$ cat src/design/ctv_pkg.sv
// Package with command codes, field layout, limits and types of the timing command block.
package ctv_pkg;

  // ******************************
  // Command codes
  // ******************************
  localparam logic [7:0] CMD_SWITCHING_FREQ = 8'h33;
  localparam logic [7:0] CMD_TURN_ON_THR    = 8'h35;
  localparam logic [7:0] CMD_TURN_OFF_THR   = 8'h36;
  localparam logic [7:0] CMD_PHASE_PLACE    = 8'h37;

  // ******************************
  // Field layout
  // ******************************
  localparam int EXP_MSB   = 15;
  localparam int EXP_LSB   = 11;
  localparam int MAN_MSB   = 10;
  localparam int GROUP_LSB = 8;
  localparam int SIZE_LSB  = 4;
  localparam int POS_LSB   = 0;

  // ******************************
  // Reset values and limits
  // ******************************
  localparam logic [4:0]  THR_EXP_RST   = 5'h1e;
  localparam logic [15:0] FREQ_RST      = 16'h0000;
  localparam logic [15:0] THR_RST       = 16'hf000;
  localparam logic [11:0] PHASE_RST     = 12'h010;
  localparam int          THR_FRAC      = 2;
  localparam int          ON_MIN_Q      = 10;
  localparam int          OFF_MIN_Q     = 9;
  localparam int          THR_MAX_Q     = 73;
  localparam int          FREQ_MAX_KHZ  = 1649;
  localparam int          GROUP_MAX     = 4;
  localparam int          MANT_LIMIT    = 1024;

  // ******************************
  // Types
  // ******************************
  typedef struct packed {
    logic [10:0] fsw_khz;
    logic [6:0]  on_q;
    logic [6:0]  off_q;
    logic [8:0]  phase_deg;
  } ctv_hw_t;

  typedef struct packed {
    logic invalid_data;
    logic invalid_cmd;
    logic off_low_input;
  } ctv_status_t;

endpackage

$ cat src/design/ctv_cmd_regs.sv
// Timing and input threshold command registers with hardware decode.
`timescale 1ns/1ns

// Notes on behaviour
// Frequency word: signed exponent 15:11, signed mantissa 10:0, value in kHz.
// Frequency reaches hardware at once if disabled, else after restore or supply drop.
// After reset the frequency exponent is rebuilt from the stored kHz value.
// Decoded frequency maps by band to 225 through 1500 kHz.
// Host avoids above 1100 kHz without external bias rail or when stacked.
// Turn-on threshold in volts; exponent resets to 11110b, meaning -2.
// Thresholds accept any valid value, floored to hardware step, also on restore.
// Turn-on hardware spans 2.50 V to 18.25 V in 0.25 V steps.
// Turn-off hardware spans 2.25 V to 18.25 V; exponent resets like turn-on.
// Low input fault masked until input first exceeds turn-on after power-on.
// Enabled but power input below turn-off sets the off-due-to-low-input bit.
// Out-of-range threshold writes are invalid data and flag status.
// Host keeps turn-off threshold below the turn-on threshold.
// Phase placement bits 15:12 read as zero and ignore writes.
// Phase fields: group 11:8, size 7:4 (1 to 4), position 3:0.
// Oscillator delay from sync is 360 degrees over size times position.
// Phase placement is writable only on a standalone device.
// Writability is latched from stacking at power-on and then held.
// Linear words decode as mantissa times two to the exponent first.
module ctv_cmd_regs (
  input  wire logic               sys_clk_i,
  input  wire logic               arst_n_i,
  input  wire logic               wr_i,
  input  wire logic               rd_i,
  input  wire logic [7:0]         cmd_i,
  input  wire logic [15:0]        wdata_i,
  input  wire logic               conv_en_i,
  input  wire logic               en_cond_met_i,
  input  wire logic               nvm_restore_i,
  input  wire logic               analog_supply_uvlo_i,
  input  wire logic               stacked_i,
  input  wire logic [10:0]        nvm_freq_khz_i,
  input  wire logic [15:0]        nvm_turn_on_i,
  input  wire logic [15:0]        nvm_turn_off_i,
  input  wire logic [11:0]        nvm_phase_i,
  input  wire logic [6:0]         power_stage_input_q_i,
  input  wire logic               status_clr_i,
  output logic [15:0]             rdata_o,
  output logic                    ack_o,
  output ctv_pkg::ctv_hw_t        hw_o,
  output ctv_pkg::ctv_status_t    status_o,
  output logic                    low_input_fault_o
);

  // ******************************
  // Decode functions
  // ******************************
  function automatic logic signed [31:0] lin_fixed(input logic [15:0] w, input int frac);
    logic signed [4:0]  e;
    logic signed [10:0] m;
    int                 sh;
    e  = w[ctv_pkg::EXP_MSB:ctv_pkg::EXP_LSB];
    m  = w[ctv_pkg::MAN_MSB:0];
    sh = int'(e) + frac;
    if (sh > 15)
      sh = 15;
    if (sh >= 0)
      lin_fixed = 32'(m) <<< sh;
    else
      lin_fixed = 32'(m) >>> (-sh);
  endfunction

  function automatic logic [10:0] freq_band(input logic signed [31:0] f);
    if (f < 250)
      freq_band = 11'd225;
    else if (f < 300)
      freq_band = 11'd275;
    else if (f < 350)
      freq_band = 11'd325;
    else if (f < 410)
      freq_band = 11'd375;
    else if (f < 500)
      freq_band = 11'd450;
    else if (f < 600)
      freq_band = 11'd550;
    else if (f < 700)
      freq_band = 11'd650;
    else if (f < 820)
      freq_band = 11'd750;
    else if (f < 1000)
      freq_band = 11'd900;
    else if (f < 1200)
      freq_band = 11'd1100;
    else if (f < 1400)
      freq_band = 11'd1300;
    else
      freq_band = 11'd1500;
  endfunction

  function automatic logic thr_ok(input logic signed [31:0] q, input int lo);
    thr_ok = (q >= lo) && (q <= ctv_pkg::THR_MAX_Q);
  endfunction

  function automatic logic phase_ok(input logic [11:0] p);
    logic [3:0] sz;
    sz = p[ctv_pkg::SIZE_LSB +: 4];
    phase_ok = (sz != 4'h0) && (sz <= 4'(ctv_pkg::GROUP_MAX)) && (p[3:0] < sz);
  endfunction

  function automatic logic [15:0] thr_word(input logic signed [31:0] q);
    thr_word = {ctv_pkg::THR_EXP_RST, q[10:0]};
  endfunction

  // ******************************
  // Boot, synchronisers and held configuration
  // ******************************
  logic        boot_r;
  logic        reload_d_r;
  logic        writable_r;
  logic [1:0]  uvlo_sync_r;
  logic        uvlo_prev_r;
  logic        reload;
  logic        uvlo_rise;

  // The supply comparator is analog, so it is synchronised before the edge detector.
  always_ff @(posedge sys_clk_i or negedge arst_n_i)
  begin
    if (!arst_n_i)
    begin
      uvlo_sync_r <= 2'h0;
      uvlo_prev_r <= 1'b0;
    end
    else
    begin
      uvlo_sync_r <= {uvlo_sync_r[0], analog_supply_uvlo_i};
      uvlo_prev_r <= uvlo_sync_r[1];
    end
  end

  assign uvlo_rise = uvlo_sync_r[1] && !uvlo_prev_r;
  assign reload    = !boot_r || nvm_restore_i;

  // Stacking is caught once, at the first edge after reset release.
  always_ff @(posedge sys_clk_i or negedge arst_n_i)
  begin
    if (!arst_n_i)
    begin
      boot_r     <= 1'b0;
      writable_r <= 1'b0;
      reload_d_r <= 1'b0;
    end
    else
    begin
      boot_r     <= 1'b1;
      reload_d_r <= reload;
      if (!boot_r)
        writable_r <= !stacked_i;
    end
  end

  // ******************************
  // Write decode
  // ******************************
  logic signed [31:0] wr_val_f;
  logic signed [31:0] wr_val_q;
  logic signed [31:0] nvm_on_q;
  logic signed [31:0] nvm_off_q;
  logic               wr_freq;
  logic               wr_on;
  logic               wr_off;
  logic               wr_phase;
  logic               wr_bad;
  logic               wr_unknown;

  always_comb
  begin
    wr_val_f   = lin_fixed(wdata_i, 0);
    wr_val_q   = lin_fixed(wdata_i, ctv_pkg::THR_FRAC);
    nvm_on_q   = lin_fixed(nvm_turn_on_i, ctv_pkg::THR_FRAC);
    nvm_off_q  = lin_fixed(nvm_turn_off_i, ctv_pkg::THR_FRAC);
    wr_freq    = 1'b0;
    wr_on      = 1'b0;
    wr_off     = 1'b0;
    wr_phase   = 1'b0;
    wr_bad     = 1'b0;
    wr_unknown = 1'b0;
    if (wr_i)
    begin
      unique case (cmd_i)
        ctv_pkg::CMD_SWITCHING_FREQ:
        begin
          wr_freq = (wr_val_f > 0) && (wr_val_f <= ctv_pkg::FREQ_MAX_KHZ);
          wr_bad  = !wr_freq;
        end
        ctv_pkg::CMD_TURN_ON_THR:
        begin
          wr_on  = thr_ok(wr_val_q, ctv_pkg::ON_MIN_Q);
          wr_bad = !wr_on;
        end
        ctv_pkg::CMD_TURN_OFF_THR:
        begin
          wr_off = thr_ok(wr_val_q, ctv_pkg::OFF_MIN_Q);
          wr_bad = !wr_off;
        end
        ctv_pkg::CMD_PHASE_PLACE:
        begin
          wr_phase = writable_r && phase_ok(wdata_i[11:0]);
          wr_bad   = !wr_phase;
        end
        default:
          wr_unknown = 1'b1;
      endcase
    end
  end

  // ******************************
  // Command registers
  // ******************************
  logic [15:0] freq_r;
  logic [15:0] on_r;
  logic [15:0] off_r;
  logic [11:0] phase_r;

  always_ff @(posedge sys_clk_i or negedge arst_n_i)
  begin
    if (!arst_n_i)
      freq_r <= ctv_pkg::FREQ_RST;
    else if (reload)
    begin
      // Stored kHz is re-encoded so the mantissa fits its positive range.
      if (nvm_freq_khz_i < 11'(ctv_pkg::MANT_LIMIT))
        freq_r <= {5'h00, nvm_freq_khz_i};
      else
        freq_r <= {5'h01, 1'b0, nvm_freq_khz_i[10:1]};
    end
    else if (wr_freq)
      freq_r <= wdata_i;
  end

  always_ff @(posedge sys_clk_i or negedge arst_n_i)
  begin
    if (!arst_n_i)
    begin
      on_r  <= ctv_pkg::THR_RST;
      off_r <= ctv_pkg::THR_RST;
    end
    else if (reload)
    begin
      on_r  <= thr_word(nvm_on_q);
      off_r <= thr_word(nvm_off_q);
    end
    else
    begin
      if (wr_on)
        on_r <= wdata_i;
      if (wr_off)
        off_r <= wdata_i;
    end
  end

  always_ff @(posedge sys_clk_i or negedge arst_n_i)
  begin
    if (!arst_n_i)
      phase_r <= ctv_pkg::PHASE_RST;
    else if (reload && phase_ok(nvm_phase_i))
      phase_r <= nvm_phase_i;
    else if (wr_phase)
      phase_r <= wdata_i[11:0];
  end

  // ******************************
  // Hardware settings
  // ******************************
  logic [8:0] deg;

  always_comb
  begin
    unique case (phase_r[ctv_pkg::SIZE_LSB +: 4])
      4'h2:
        deg = 9'(phase_r[1:0] * 9'd180);
      4'h3:
        deg = 9'(phase_r[1:0] * 9'd120);
      4'h4:
        deg = 9'(phase_r[1:0] * 9'd90);
      default:
        deg = 9'h000;
    endcase
  end

  // A running converter keeps its frequency; the new word waits for a supply drop, while a restore applies the stored kHz value.
  always_ff @(posedge sys_clk_i or negedge arst_n_i)
  begin
    if (!arst_n_i)
      hw_o.fsw_khz <= 11'd225;
    // The stored word lands at the reload edge, so hardware follows one edge later.
    else if (!conv_en_i || reload_d_r || uvlo_rise)
      hw_o.fsw_khz <= freq_band(lin_fixed(freq_r, 0));
  end

  always_ff @(posedge sys_clk_i or negedge arst_n_i)
  begin
    if (!arst_n_i)
    begin
      hw_o.on_q      <= 7'(ctv_pkg::ON_MIN_Q);
      hw_o.off_q     <= 7'(ctv_pkg::OFF_MIN_Q);
      hw_o.phase_deg <= 9'h000;
    end
    // The reset words decode below the hardware span, so the steps wait for the load.
    else if (boot_r)
    begin
      hw_o.on_q      <= 7'(lin_fixed(on_r, ctv_pkg::THR_FRAC));
      hw_o.off_q     <= 7'(lin_fixed(off_r, ctv_pkg::THR_FRAC));
      hw_o.phase_deg <= deg;
    end
  end

  // ******************************
  // Low input supervision
  // ******************************
  logic armed_r;
  logic below_off;

  assign below_off = power_stage_input_q_i < hw_o.off_q;

  // Only power-on reset re-masks; enable toggles and restores leave it armed.
  always_ff @(posedge sys_clk_i or negedge arst_n_i)
  begin
    if (!arst_n_i)
      armed_r <= 1'b0;
    else if (power_stage_input_q_i > hw_o.on_q)
      armed_r <= 1'b1;
  end

  always_ff @(posedge sys_clk_i or negedge arst_n_i)
  begin
    if (!arst_n_i)
      low_input_fault_o <= 1'b0;
    else
      low_input_fault_o <= armed_r && below_off;
  end

  // ******************************
  // Status flags
  // ******************************
  // A new event in the clearing cycle wins so that nothing is lost.
  always_ff @(posedge sys_clk_i or negedge arst_n_i)
  begin
    if (!arst_n_i)
      status_o <= '0;
    else
    begin
      if (wr_bad)
        status_o.invalid_data <= 1'b1;
      else if (status_clr_i)
        status_o.invalid_data <= 1'b0;
      if (wr_unknown)
        status_o.invalid_cmd <= 1'b1;
      else if (status_clr_i)
        status_o.invalid_cmd <= 1'b0;
      if (en_cond_met_i && below_off)
        status_o.off_low_input <= 1'b1;
      else if (status_clr_i)
        status_o.off_low_input <= 1'b0;
    end
  end

  // ******************************
  // Read path
  // ******************************
  always_ff @(posedge sys_clk_i or negedge arst_n_i)
  begin
    if (!arst_n_i)
    begin
      rdata_o <= 16'h0000;
      ack_o   <= 1'b0;
    end
    else
    begin
      ack_o <= wr_i || rd_i;
      if (rd_i)
      begin
        unique case (cmd_i)
          ctv_pkg::CMD_SWITCHING_FREQ:
            rdata_o <= freq_r;
          ctv_pkg::CMD_TURN_ON_THR:
            rdata_o <= on_r;
          ctv_pkg::CMD_TURN_OFF_THR:
            rdata_o <= off_r;
          ctv_pkg::CMD_PHASE_PLACE:
            rdata_o <= {4'h0, phase_r};
          default:
            rdata_o <= 16'h0000;
        endcase
      end
    end
  end

endmodule // ctv_cmd_regs

$ cat config.mk
export PLATFORM = sky130hd
export DESIGN_NAME = ctv_cmd_regs
export DESIGN_NICKNAME = d
export VERILOG_FILES = /design/src/design/ctv_pkg.sv /design/src/design/ctv_cmd_regs.sv
export SDC_FILE = /design/constraint.sdc
export NUM_CORES = 1
export LEC_CHECK = 0
export BUFFER_PORTS_ARGS = -buffer_cell sky130_fd_sc_hd__buf_2
export CELL_PAD_IN_SITES_DETAIL_PLACEMENT = 2
export CELL_PAD_IN_SITES_GLOBAL_PLACEMENT = 2
export CORE_MARGIN = 2
export CORE_UTILIZATION = 39
export DETAILED_ROUTE_END_ITERATION = 6
export PLACE_DENSITY_LB_ADDON = 0.05
export SETUP_SLACK_MARGIN = 0.4
export SYNTH_ARGS = -nofsm -noshare
export SYNTH_HDL_FRONTEND = slang
export SYNTH_SLANG_ARGS = --single-unit
$ cat constraint.sdc
create_clock -name sys_clk_i -period 9 [get_ports sys_clk_i]
set_input_delay 1.35 -clock sys_clk_i [delete_from_list [all_inputs] [get_ports sys_clk_i]]
set_output_delay 1.35 -clock sys_clk_i [all_outputs]
set_load 0.005 [all_outputs]
* Word level (Yosys, flattened, before mapping)
Index checks and enable logic that the tools add are counted.
Cells by class: equal/unequal tests 7, add/subtract/negate cells 12, reduce and logical (&&, ||, !) cells 34, magnitude comparators 37, multipliers 3, muxes and demuxes 56, shifts and indexed selects 14
Operators by type and width (number):
- 32-bit two-way mux | 14
- 32-bit by 1-bit greater-or-equal comparator with 1-bit output, second input constant | 7
- 32-bit negation | 7
- 32-bit by 10-bit < comparator with 1-bit output, second input constant | 4
- 32-bit by 11-bit < comparator with 1-bit output, second input constant | 4
- 11-bit two-way mux | 11
- 16-bit two-way mux | 6
- 11-bit by 32-bit <<< shifter with 32-bit output | 3
- 11-bit by 32-bit >>> shifter with 32-bit output | 3
- 32-bit by 5-bit greater-or-equal comparator with 1-bit output, second input constant | 2
- 32-bit by 12-bit < comparator with 1-bit output, second input constant | 2
- 16-bit one-hot mux with 4 select lines | 1
- 11-bit by 32-bit <<< shifter with 11-bit output | 2
- 11-bit by 32-bit <<< shifter with 7-bit output | 2
- 11-bit by 32-bit >>> shifter with 11-bit output | 2
- 11-bit by 32-bit >>> shifter with 7-bit output | 2
- 12-bit two-way mux | 3
- 8-bit by 6-bit == test with 1-bit output, second input constant | 4
- 32-bit by 1-bit > comparator with 1-bit output, second input constant | 1
- 32-bit by 12-bit less-or-equal comparator with 1-bit output, second input constant | 1
- 32-bit by 8-bit less-or-equal comparator with 1-bit output, second input constant | 1
- 32-bit by 9-bit < comparator with 1-bit output, second input constant | 1
- 5-bit by 3-bit adder with 6-bit output, second input constant | 5
- 6-bit by 5-bit > comparator with 1-bit output, second input constant | 5
- other kinds (23) | 70
Word-level totals: input port bits 96, logic and storage cells 183, register bits 122

* Depth between registers and ports, before layout
Gate-level depths: netlist (run 1).
depth after elaboration 20, gate-level depth with buffers 26, gate-level depth less buffers 22

* Worst setup path after synthesis (run 1)
Ideal clock, no wire load.
path type input to register, from in wdata_i[12], to reg on_r[9], setup time 0.137 ns, setup slack 2.623 ns, arrival 6.240 ns, path buffers 4, stages on the path 23, cell sequence ha_1 buf_2 and2_1 a311o_4 clkinv_4 buf_2 ha_1 clkbuf_1 nor2b_1 nand2_1 ha_1 nor4bb_1 nand3_1 a21o_1 o32a_1 o221a_1 o31ai_1 and3_1 a31oi_1 a21oi_4 buf_8 mux2i_1 a21oi_1
Between the ends: cells in the longest elaborated chain, start to end 11
RTL lines:
- from (decl) | line ctv_cmd_regs.sv:30 | input wire logic [15:0] wdata_i,
- 5-bit by 3-bit adder with 6-bit output * | line ctv_cmd_regs.sv:58 | sh = int'(e) + frac;
- 6-bit by 5-bit > comparator with 1-bit output | line ctv_cmd_regs.sv:59 | if (sh > 15)
- 32-bit two-way mux * | line ctv_cmd_regs.sv:59
- 32-bit negation | line ctv_cmd_regs.sv:64 | lin_fixed = 32'(m) >>> (-sh);
- 11-bit by 32-bit >>> shifter with 32-bit output | line ctv_cmd_regs.sv:64
- 32-bit two-way mux * | line ctv_cmd_regs.sv:61 | if (sh >= 0)
- 32-bit by 5-bit greater-or-equal comparator with 1-bit output / 32-bit by 8-bit less-or-equal comparator with 1-bit output (equally long branches) | line ctv_cmd_regs.sv:95 | thr_ok = (q >= lo) && (q <= ctv_pkg::THR_MAX_Q);
- 1-bit logical AND * | line ctv_cmd_regs.sv:95
- 1-bit two-way mux * | line ctv_cmd_regs.sv:183 | unique case (cmd_i)
- 1-bit two-way mux * | line ctv_cmd_regs.sv:181 | if (wr_i)
- 2-bit nonzero test (no source line) *
- to (signal assigned) | line ctv_cmd_regs.sv:238 | on_r <= ctv_pkg::THR_RST;
- to (signal assigned) | line ctv_cmd_regs.sv:243 | on_r <= thr_word(nvm_on_q);
- to (signal assigned) | line ctv_cmd_regs.sv:249 | on_r <= wdata_i;
- to (decl) | line ctv_cmd_regs.sv:214 | logic [15:0] on_r;
Mark *: on every way between the ends. The rest lies on a longest branch, timed or not. A chain may end at the register's enable or synchronous reset.

* Worst setup path in the final report (run 1)
from in wdata_i[13], to reg off_r[4]
Between the ends: cells in the longest elaborated chain, start to end 11
RTL lines:
- 5-bit by 3-bit adder with 6-bit output * | line ctv_cmd_regs.sv:58
- 6-bit by 5-bit > comparator with 1-bit output | line ctv_cmd_regs.sv:59
- 32-bit two-way mux * | line ctv_cmd_regs.sv:59
- 32-bit negation | line ctv_cmd_regs.sv:64
- 11-bit by 32-bit >>> shifter with 32-bit output | line ctv_cmd_regs.sv:64
- 32-bit two-way mux * | line ctv_cmd_regs.sv:61
- 32-bit by 5-bit greater-or-equal comparator with 1-bit output / 32-bit by 8-bit less-or-equal comparator with 1-bit output (equally long branches) | line ctv_cmd_regs.sv:95
- 1-bit logical AND * | line ctv_cmd_regs.sv:95
- 1-bit two-way mux * | line ctv_cmd_regs.sv:183
- 1-bit two-way mux * | line ctv_cmd_regs.sv:181
- 2-bit nonzero test (no source line) *
- to (signal assigned) | line ctv_cmd_regs.sv:239 | off_r <= ctv_pkg::THR_RST;
- to (signal assigned) | line ctv_cmd_regs.sv:244 | off_r <= thr_word(nvm_off_q);
- to (signal assigned) | line ctv_cmd_regs.sv:251 | off_r <= wdata_i;
- to (decl) | line ctv_cmd_regs.sv:215 | logic [15:0] off_r;
Marks and branches as above.

==> results of run 1 <==
[cell families after synthesis]
kind of cell,Yosys count,synth area share [%]
AND/OR/NAND/NOR,719,22.62
AO/OA/AOI/OAI,648,28.51
buffers and inverters,227,6.334
multiplexers,203,14.99
flip-flops,121,19.56
adder cells (fa/ha/maj),80,6.423
XOR/XNOR,26,1.509
other,2,0.04819
[registers in the layout, summed over array words and instances (netlist names), 2 cells and up]
name         count
freq_r          16
hw_o            33
off_r           16
on_r            16
phase_r         12
rdata_o         16
status_o         3
uvlo_sync_r      2
[area by class of cell]
class                      count  area, um2  area share, %
multi-input combinational   1678      11570          67.93
sequential                   121       3049          17.90
timing repair buffer         170      905.9          5.318
tap                          525      656.9          3.856
clock buffer                  18      429.2          2.519
inverter                      67      256.5          1.506
clock inverter                14      162.7         0.9549
antenna                        1      2.502        0.01469
[Yosys cell counts (11+ instances only)]
cell / number
xnor2_1: 17
and3_1: 20
o21ai_0: 119
a22oi_1: 17
and2_1: 24
a21o_1: 15
dfrtp_1: 104
dfstp_2: 17
a31oi_1: 41
nand2b_1: 37
nand4_1: 22
a211oi_1: 50
clkbuf_1: 112
mux4_2: 21
nand2_1: 233
nand3_1: 47
o211ai_1: 23
buf_2: 23
mux2i_1: 149
o31ai_1: 18
nor2b_1: 29
a21oi_1: 175
inv_1: 57
mux2_2: 33
ha_1: 80
nor4_1: 12
a221oi_1: 15
nor2_1: 171
nor3_1: 45
or2_2: 12
a222oi_1: 15
o22ai_1: 11
a311oi_1: 15
[metrics by stage]
step	util, %	instances	setup slack, ps
after global placement	41.57	2561	1452
after detailed placement	41.57	2561	1131
after floorplan	-	2026	2623
after CTS	43.06	2593	1551
after global routing	43.07	2594	973.7
final	43.07	2594	1455
[routing by layer]
metal,GRT usage [%],wire [um],up-vias
li1,-,-,7674
met1,40.93,28810,8579
met2,54.60,32880,455
met3,3.380,2900,110
met4,11.78,2155,0
met5,0,0,-
[path summary, 6_finish.rpt]
path	end	slack [ps]
max	off_r[4]$_DFFE_PN0P_	1450
min	uvlo_sync_r[1]$_DFF_PN0_	350
max reg2reg	hw_o[10]$_DFFE_PN0P_	3440
min reg2reg	uvlo_sync_r[1]$_DFF_PN0_	350
max in group asynchronous	freq_r[5]$_DFFE_PN0P_	6660
min in group asynchronous	low_input_fault_o$_DFF_PN0_	920
[where the power goes]
part | switching (W) | total (W) | internal (W)
sequential | 0.0000927 | 0.000714 | 0.000621
combinational | 0.000550 | 0.000887 | 0.000337
clock | 0.000300 | 0.000715 | 0.000415
==> flow_metrics.env, run 1 <==
export IMPL_cpPeakStageDelay_ps=950
export IMPL_finalHoldViolations=0
export IMPL_final_setup_skew_ps=16.80
export IMPL_numPortBuffers=149
export IMPL_fp_row_count=73
export IMPL_power_w=0.002316
export IMPL_tightest_slew_ps=1127
export IMPL_hpwl_um=49470
export IMPL_crit_start="wdata_i[13]"
export IMPL_synthCells=2026
export IMPL_nFillCells=4619
export IMPL_antenna_found_initial=1
export IMPL_synth_area_per_cell_um2=7.692
export IMPL_synth_top_area_cell="dfrtp_1"
export IMPL_cp_start_kind="primary input"
export IMPL_ant_nets=0
export IMPL_cts_setup_buffers=0
export IMPL_die_area_mm2=0.04158
export IMPL_slew_headroom_pct=24.70
export IMPL_gp_congestion=0.8975
export IMPL_syn_area_mm2=0.01558
export IMPL_period_share_pct=83.84
export IMPL_wl_um=66740
export IMPL_avgViaCountPerCell=6.483
export IMPL_tritoncts="yes"
export IMPL_vias=16818
export IMPL_drcViolationCount=2
export IMPL_fin_worst_hold_slack_ps=353.2
export IMPL_rsz0062_at_grt="false"
export IMPL_cts_resized=0
export IMPL_placed_area_mm2=0.01644
export IMPL_final_cell_mix="nand2_1 (233), a21oi_1 (175), nor2_1 (171), mux2i_1 (149), buf_2 (148)"
export IMPL_worst_path_most_repeated_cell="ha_1"
export IMPL_crit_buf_inv=2
export IMPL_nNetsFinal=2231
export IMPL_min_period_ps=7545
export IMPL_clk_pin_slew_ps=70
export IMPL_required_ps=9300
export IMPL_whs_path_depth=0
export IMPL_peakVddDrop_mv=0.1068
export IMPL_h_tree_depth=4
export IMPL_setup_viol=0
export IMPL_die_w_um=203.9
export IMPL_outcome="complete, but fails checks"
export IMPL_synth_cell_types=111
export IMPL_synth_edf_count=0
export IMPL_synthTopCellsByArea="dfrtp_1 (17%), mux2i_1 (9.6%), ha_1 (6.4%)"
export IMPL_timing_max_cap_violations=0
export IMPL_failed_checks="design-rule violations"
export IMPL_p_per_area_mw_per_mm2=135.9
export IMPL_cts_buffer_depth=2
export IMPL_fmax_mhz=132.5
export IMPL_grt_first_pass_wirelength_um=103900
export IMPL_r2r_start="off_r[12]$_DFFE_PN1P_"
export IMPL_cp_max_fo=32
export IMPL_ys_ff_latch=121
export IMPL_fp_coreArea_mm2=0.03955
export IMPL_first_pass_iters=7
export IMPL_synth_nets=2202
export IMPL_synth_async_reset_ratio_pct=100.0
export IMPL_cts_buffers=17
export IMPL_leakage_nw=7.295
export IMPL_cts_sinks=121
export IMPL_area_growth_pct=9.296
export IMPL_avgRoutedWirePerCell_um=25.73
export IMPL_grt_max_degree=75
export IMPL_ys_seq_area_share_pct=19.56
export IMPL_layout_drive_gt1_share_pct=15.76
export IMPL_grt_overflow=0
export IMPL_min_path_type="flop to flop"
export IMPL_cp_arrival_ps=7840
export IMPL_ys_flop_type="dfrtp_1"
export IMPL_cpLargestDelayFamily="compound AO/OA/AOI/OAI gates"
export IMPL_die_h_um=203.9
export IMPL_final_setup_tns_ps=0
export IMPL_synth_top_area_share_pct=16.70
export IMPL_layout_commonest_cell="nand2_1"
export IMPL_ff2ff_path_depth=20
export IMPL_final_area_mm2=0.01703
export IMPL_slew_violations=0
export IMPL_cp_end_kind="flop"
export IMPL_io_pins=151
export IMPL_path_cells="buf_2 -> ha_1 -> and2_1 -> a311o_4 -> clkinv_4 -> ha_1 -> nor2b_1 -> nand2_1 -> ha_1 -> nor4bb_1 -> nand3_1 -> a21oi_2 -> mux2_2 -> a22oi_1 -> nand3_1 -> and3_1 -> o21a_1 -> o311ai_4 -> mux2i_1 -> a22oi_2"
export IMPL_crit_cells=20
export IMPL_drt_iter0_markers=1180
export IMPL_track_usage_pct=31.74
export IMPL_ys_warn_count=0
export IMPL_clk_latency_ps=450
export IMPL_worst_setup_path_type="primary input to flop"
export IMPL_cts_root_buffer="clkbuf_16"
export IMPL_grt_pass1_vias=17655
export IMPL_start_util_pct=39.41
export IMPL_slowest_stage="o311ai_4"
export IMPL_ctsHoldBuffers=0
export IMPL_hp_start="uvlo_sync_r[0]$_DFF_PN0_"
No activity file was read; power rests on OpenSTA's default activity.
==> run 2: changes to the inputs <==
--- a/config.mk
+++ b/config.mk
@@ -9,7 +9,7 @@
 export CELL_PAD_IN_SITES_DETAIL_PLACEMENT = 2
 export CELL_PAD_IN_SITES_GLOBAL_PLACEMENT = 2
 export CORE_MARGIN = 2
-export CORE_UTILIZATION = 39
+export CORE_UTILIZATION = 36
 export DETAILED_ROUTE_END_ITERATION = 6
 export PLACE_DENSITY_LB_ADDON = 0.05
 export SETUP_SLACK_MARGIN = 0.4
==> constraint.sdc (replaced) <==
create_clock -name sys_clk_i -period 7.35 [get_ports sys_clk_i]
set_input_delay 1.1025 -clock sys_clk_i [delete_from_list [all_inputs] [get_ports sys_clk_i]]
set_output_delay 1.1025 -clock sys_clk_i [all_outputs]
set_load 0.005 [all_outputs]
==> run 2 against run 1 <==
  * Critical path type unchanged
  * Setup slack worse by 640 ps
  * Combinational power rose by 22%
  * Cell count is 2.7% higher
  * Clock power rose by 19%
  * Clock-buffer cell count increased by 1
  * Cell area increased by 0.85%
  * The flow now finishes without violations
  * Critical path depth grew 1
==> flow_metrics.env, run 2 (synthesized netlist as in run 1, its figures left out) <==
export IMPL_outcome="finished clean"
export IMPL_cts_root_buffer="clkbuf_16"
export IMPL_path_cells="buf_2 -> ha_1 -> buf_4 -> nand4b_1 -> nand3_1 -> inv_1 -> ha_1 -> nor2b_1 -> nand2_1 -> ha_1 -> nor4bb_1 -> nand3_1 -> a21oi_2 -> mux2_2 -> a22oi_1 -> nand3_1 -> and3_1 -> o21a_1 -> o311ai_4 -> mux2i_1 -> a21oi_1"
export IMPL_cp_max_fo=18
export IMPL_p_per_area_mw_per_mm2=163.6
export IMPL_cpPeakStageDelay_ps=980
export IMPL_crit_buf_inv=3
export IMPL_largest_register_ffs=33
export IMPL_nNetsFinal=2241
export IMPL_crit_cells=21
export IMPL_die_area_mm2=0.04497
export IMPL_avgViaCountPerCell=6.219
export IMPL_cp_start_kind="primary input"
export IMPL_layout_commonest_cell="nand2_1"
export IMPL_power_frac_comb_pct=38.5
export IMPL_diodes=0
export IMPL_worst_setup_path_type="primary input to flop"
export IMPL_vias=16562
export IMPL_cp_arrival_ps=6810
export IMPL_grt_first_pass_wirelength_um=102200
export IMPL_p_seq_share_pct=31.2
export IMPL_wl_um=65960
export IMPL_drcViolationCount=0
export IMPL_layout_drive_gt1_share_pct=16.22
export IMPL_clk_pin_slew_ps=70
export IMPL_intPower_w=0.001686
export IMPL_die_h_um=212.1
export IMPL_slowest_stage="o311ai_4"
export IMPL_p_sw_share_pct=39.98
export IMPL_area_growth_pct=10.23
export IMPL_grt_max_degree=66
export IMPL_cts_buffers=17
export IMPL_final_area_mm2=0.01718
export IMPL_leakage_nw=7.335
export IMPL_setup_viol=0
export IMPL_required_ps=7630
export IMPL_tightest_slew_ps=1165
export IMPL_antenna_found_initial=1
export IMPL_track_usage_pct=29.09
export IMPL_gp_congestion=0.9251
export IMPL_cpLargestDelayFamily="compound AO/OA/AOI/OAI gates"
export IMPL_clk_latency_ps=430
export IMPL_period_share_pct=88.88
export IMPL_ant_nets=0
export IMPL_die_w_um=212.1
export IMPL_placed_area_mm2=0.01657
export IMPL_start_util_pct=36.34
export IMPL_p_clk_share_pct=30.3
export IMPL_whs_path_depth=0
export IMPL_tritoncts="yes"
export IMPL_final_setup_skew_ps=12.18
export IMPL_hpwl_um=50250
export IMPL_io_pins=151
export IMPL_fp_row_count=76
export IMPL_min_path_type="flop to flop"
export IMPL_grt_overflow=0
export IMPL_peakVddDrop_mv=0.1432
export IMPL_cts_buffer_depth=2
export IMPL_slew_violations=0
export IMPL_regMostFlops="hw_o"
export IMPL_finalHoldViolations=0
export IMPL_grt_pass1_vias=17325
export IMPL_final_cell_mix="nand2_1 (233), a21oi_1 (175), nor2_1 (171), mux2i_1 (149), buf_2 (148)"
export IMPL_fmax_mhz=153.1
export IMPL_ff2ff_path_depth=20
export IMPL_avgRoutedWirePerCell_um=24.77
export IMPL_rsz0062_at_grt="false"
export IMPL_drt_iter0_markers=1096
export IMPL_slew_headroom_pct=22.12
export IMPL_fp_coreArea_mm2=0.04289
export IMPL_timing_max_cap_violations=0
export IMPL_cts_sinks=121
export IMPL_h_tree_depth=4
export IMPL_final_setup_tns_ps=0
export IMPL_first_pass_iters=5
export IMPL_cp_end_kind="flop"
export IMPL_power_switching_w=0.001123
export IMPL_min_period_ps=6532
export IMPL_numPortBuffers=149
[run 2: cell types whose count changed in the layout (fill, tap and decap cells not counted), sizes merged]
cell	change
buf	+10
clkbuf	+1
clkinv	+1
clkinvlp	+2
diode	-1
inv	-4
[run 2: layer usage]
metal / vias to the layer above / wire length (um) / global-route usage (%)
li1: 7695 / - / -
met1: 8391 / 28970 / 38.00
met2: 382 / 32310 / 50.14
met3: 92 / 2847 / 3.264
met4: 2 / 1828 / 9.058
met5: - / 8 / 0
[run 2: path summary, 6_finish.rpt]
kind	to	from	slack, ps
max	off_r[8]$_DFFE_PN0P_	wdata_i[13]	820
min reg2reg	uvlo_sync_r[1]$_DFF_PN0_	uvlo_sync_r[0]$_DFF_PN0_	370
min	uvlo_sync_r[1]$_DFF_PN0_	uvlo_sync_r[0]$_DFF_PN0_	370
max reg2reg	hw_o[10]$_DFFE_PN0P_	off_r[12]$_DFFE_PN1P_	1930
min in group asynchronous	low_input_fault_o$_DFF_PN0_	arst_n_i	730
max in group asynchronous	freq_r[5]$_DFFE_PN0P_	arst_n_i	5220
[run 2: timing repair]
action	4_1_cts	5_1_grt
hold buffers	0	0
resized for setup	0	1
setup buffers	0	2
setup endpoints to repair	0	5
[run 2: final cells by class]
type | count | area [um2]
Clock buffer | 19 | 442.9
Clock inverter | 13 | 142.6
Fill cell | 5008 | 25710
Inverter | 67 | 260.3
Multi-Input combinational cell | 1678 | 11570
Sequential cell | 121 | 3049
Tap cell | 585 | 732.0
Timing Repair Buffer | 180 | 980.9
[run 2: power groups by stage]
stage	logic [W]	registers (W)	clock network, W
after floorplan	0.000722	0.000831	0
after global placement	0.00103	0.000881	0
after detailed placement	0.00107	0.000886	0
after CTS	0.00108	0.000876	0.000868
after global routing	0.00119	0.000887	0.000898
final	0.00108	0.000878	0.000851
[run 2: metrics by stage]
step                setup slack [ps]  instances  hold slack (ps)  utilization (%)  total power (W)
floorplan                       1220       2026            331.2                -         0.001553
global placement               631.1       2629            335.5            38.65         0.001910
detailed placement             257.3       2629            358.3            38.65         0.001953
CTS                            697.8       2661            377.0            40.01         0.002821
global route                   450.1       2663            377.0            40.06         0.002974
finish                         817.6       2663            368.8            40.06         0.002810
[run 2: worst reg2reg max path, stage by stage, from the launching register on]
cell,delay (ps)
dfstp_2,700
nand2_1,160
mux2i_1,150
and2_1,280
nand2b_1,260
inv_1,120
ha_1,210
nor2b_1,490
nand2b_1,110
ha_1,190
or4b_2,670
nor4_1,330
buf_4,240
nand2_1,80
mux2_2,310
mux4_2,470
a2bb2oi_1,160
nor2_1,90
o21ai_0,90
nand2_1,80
o21ai_0,80
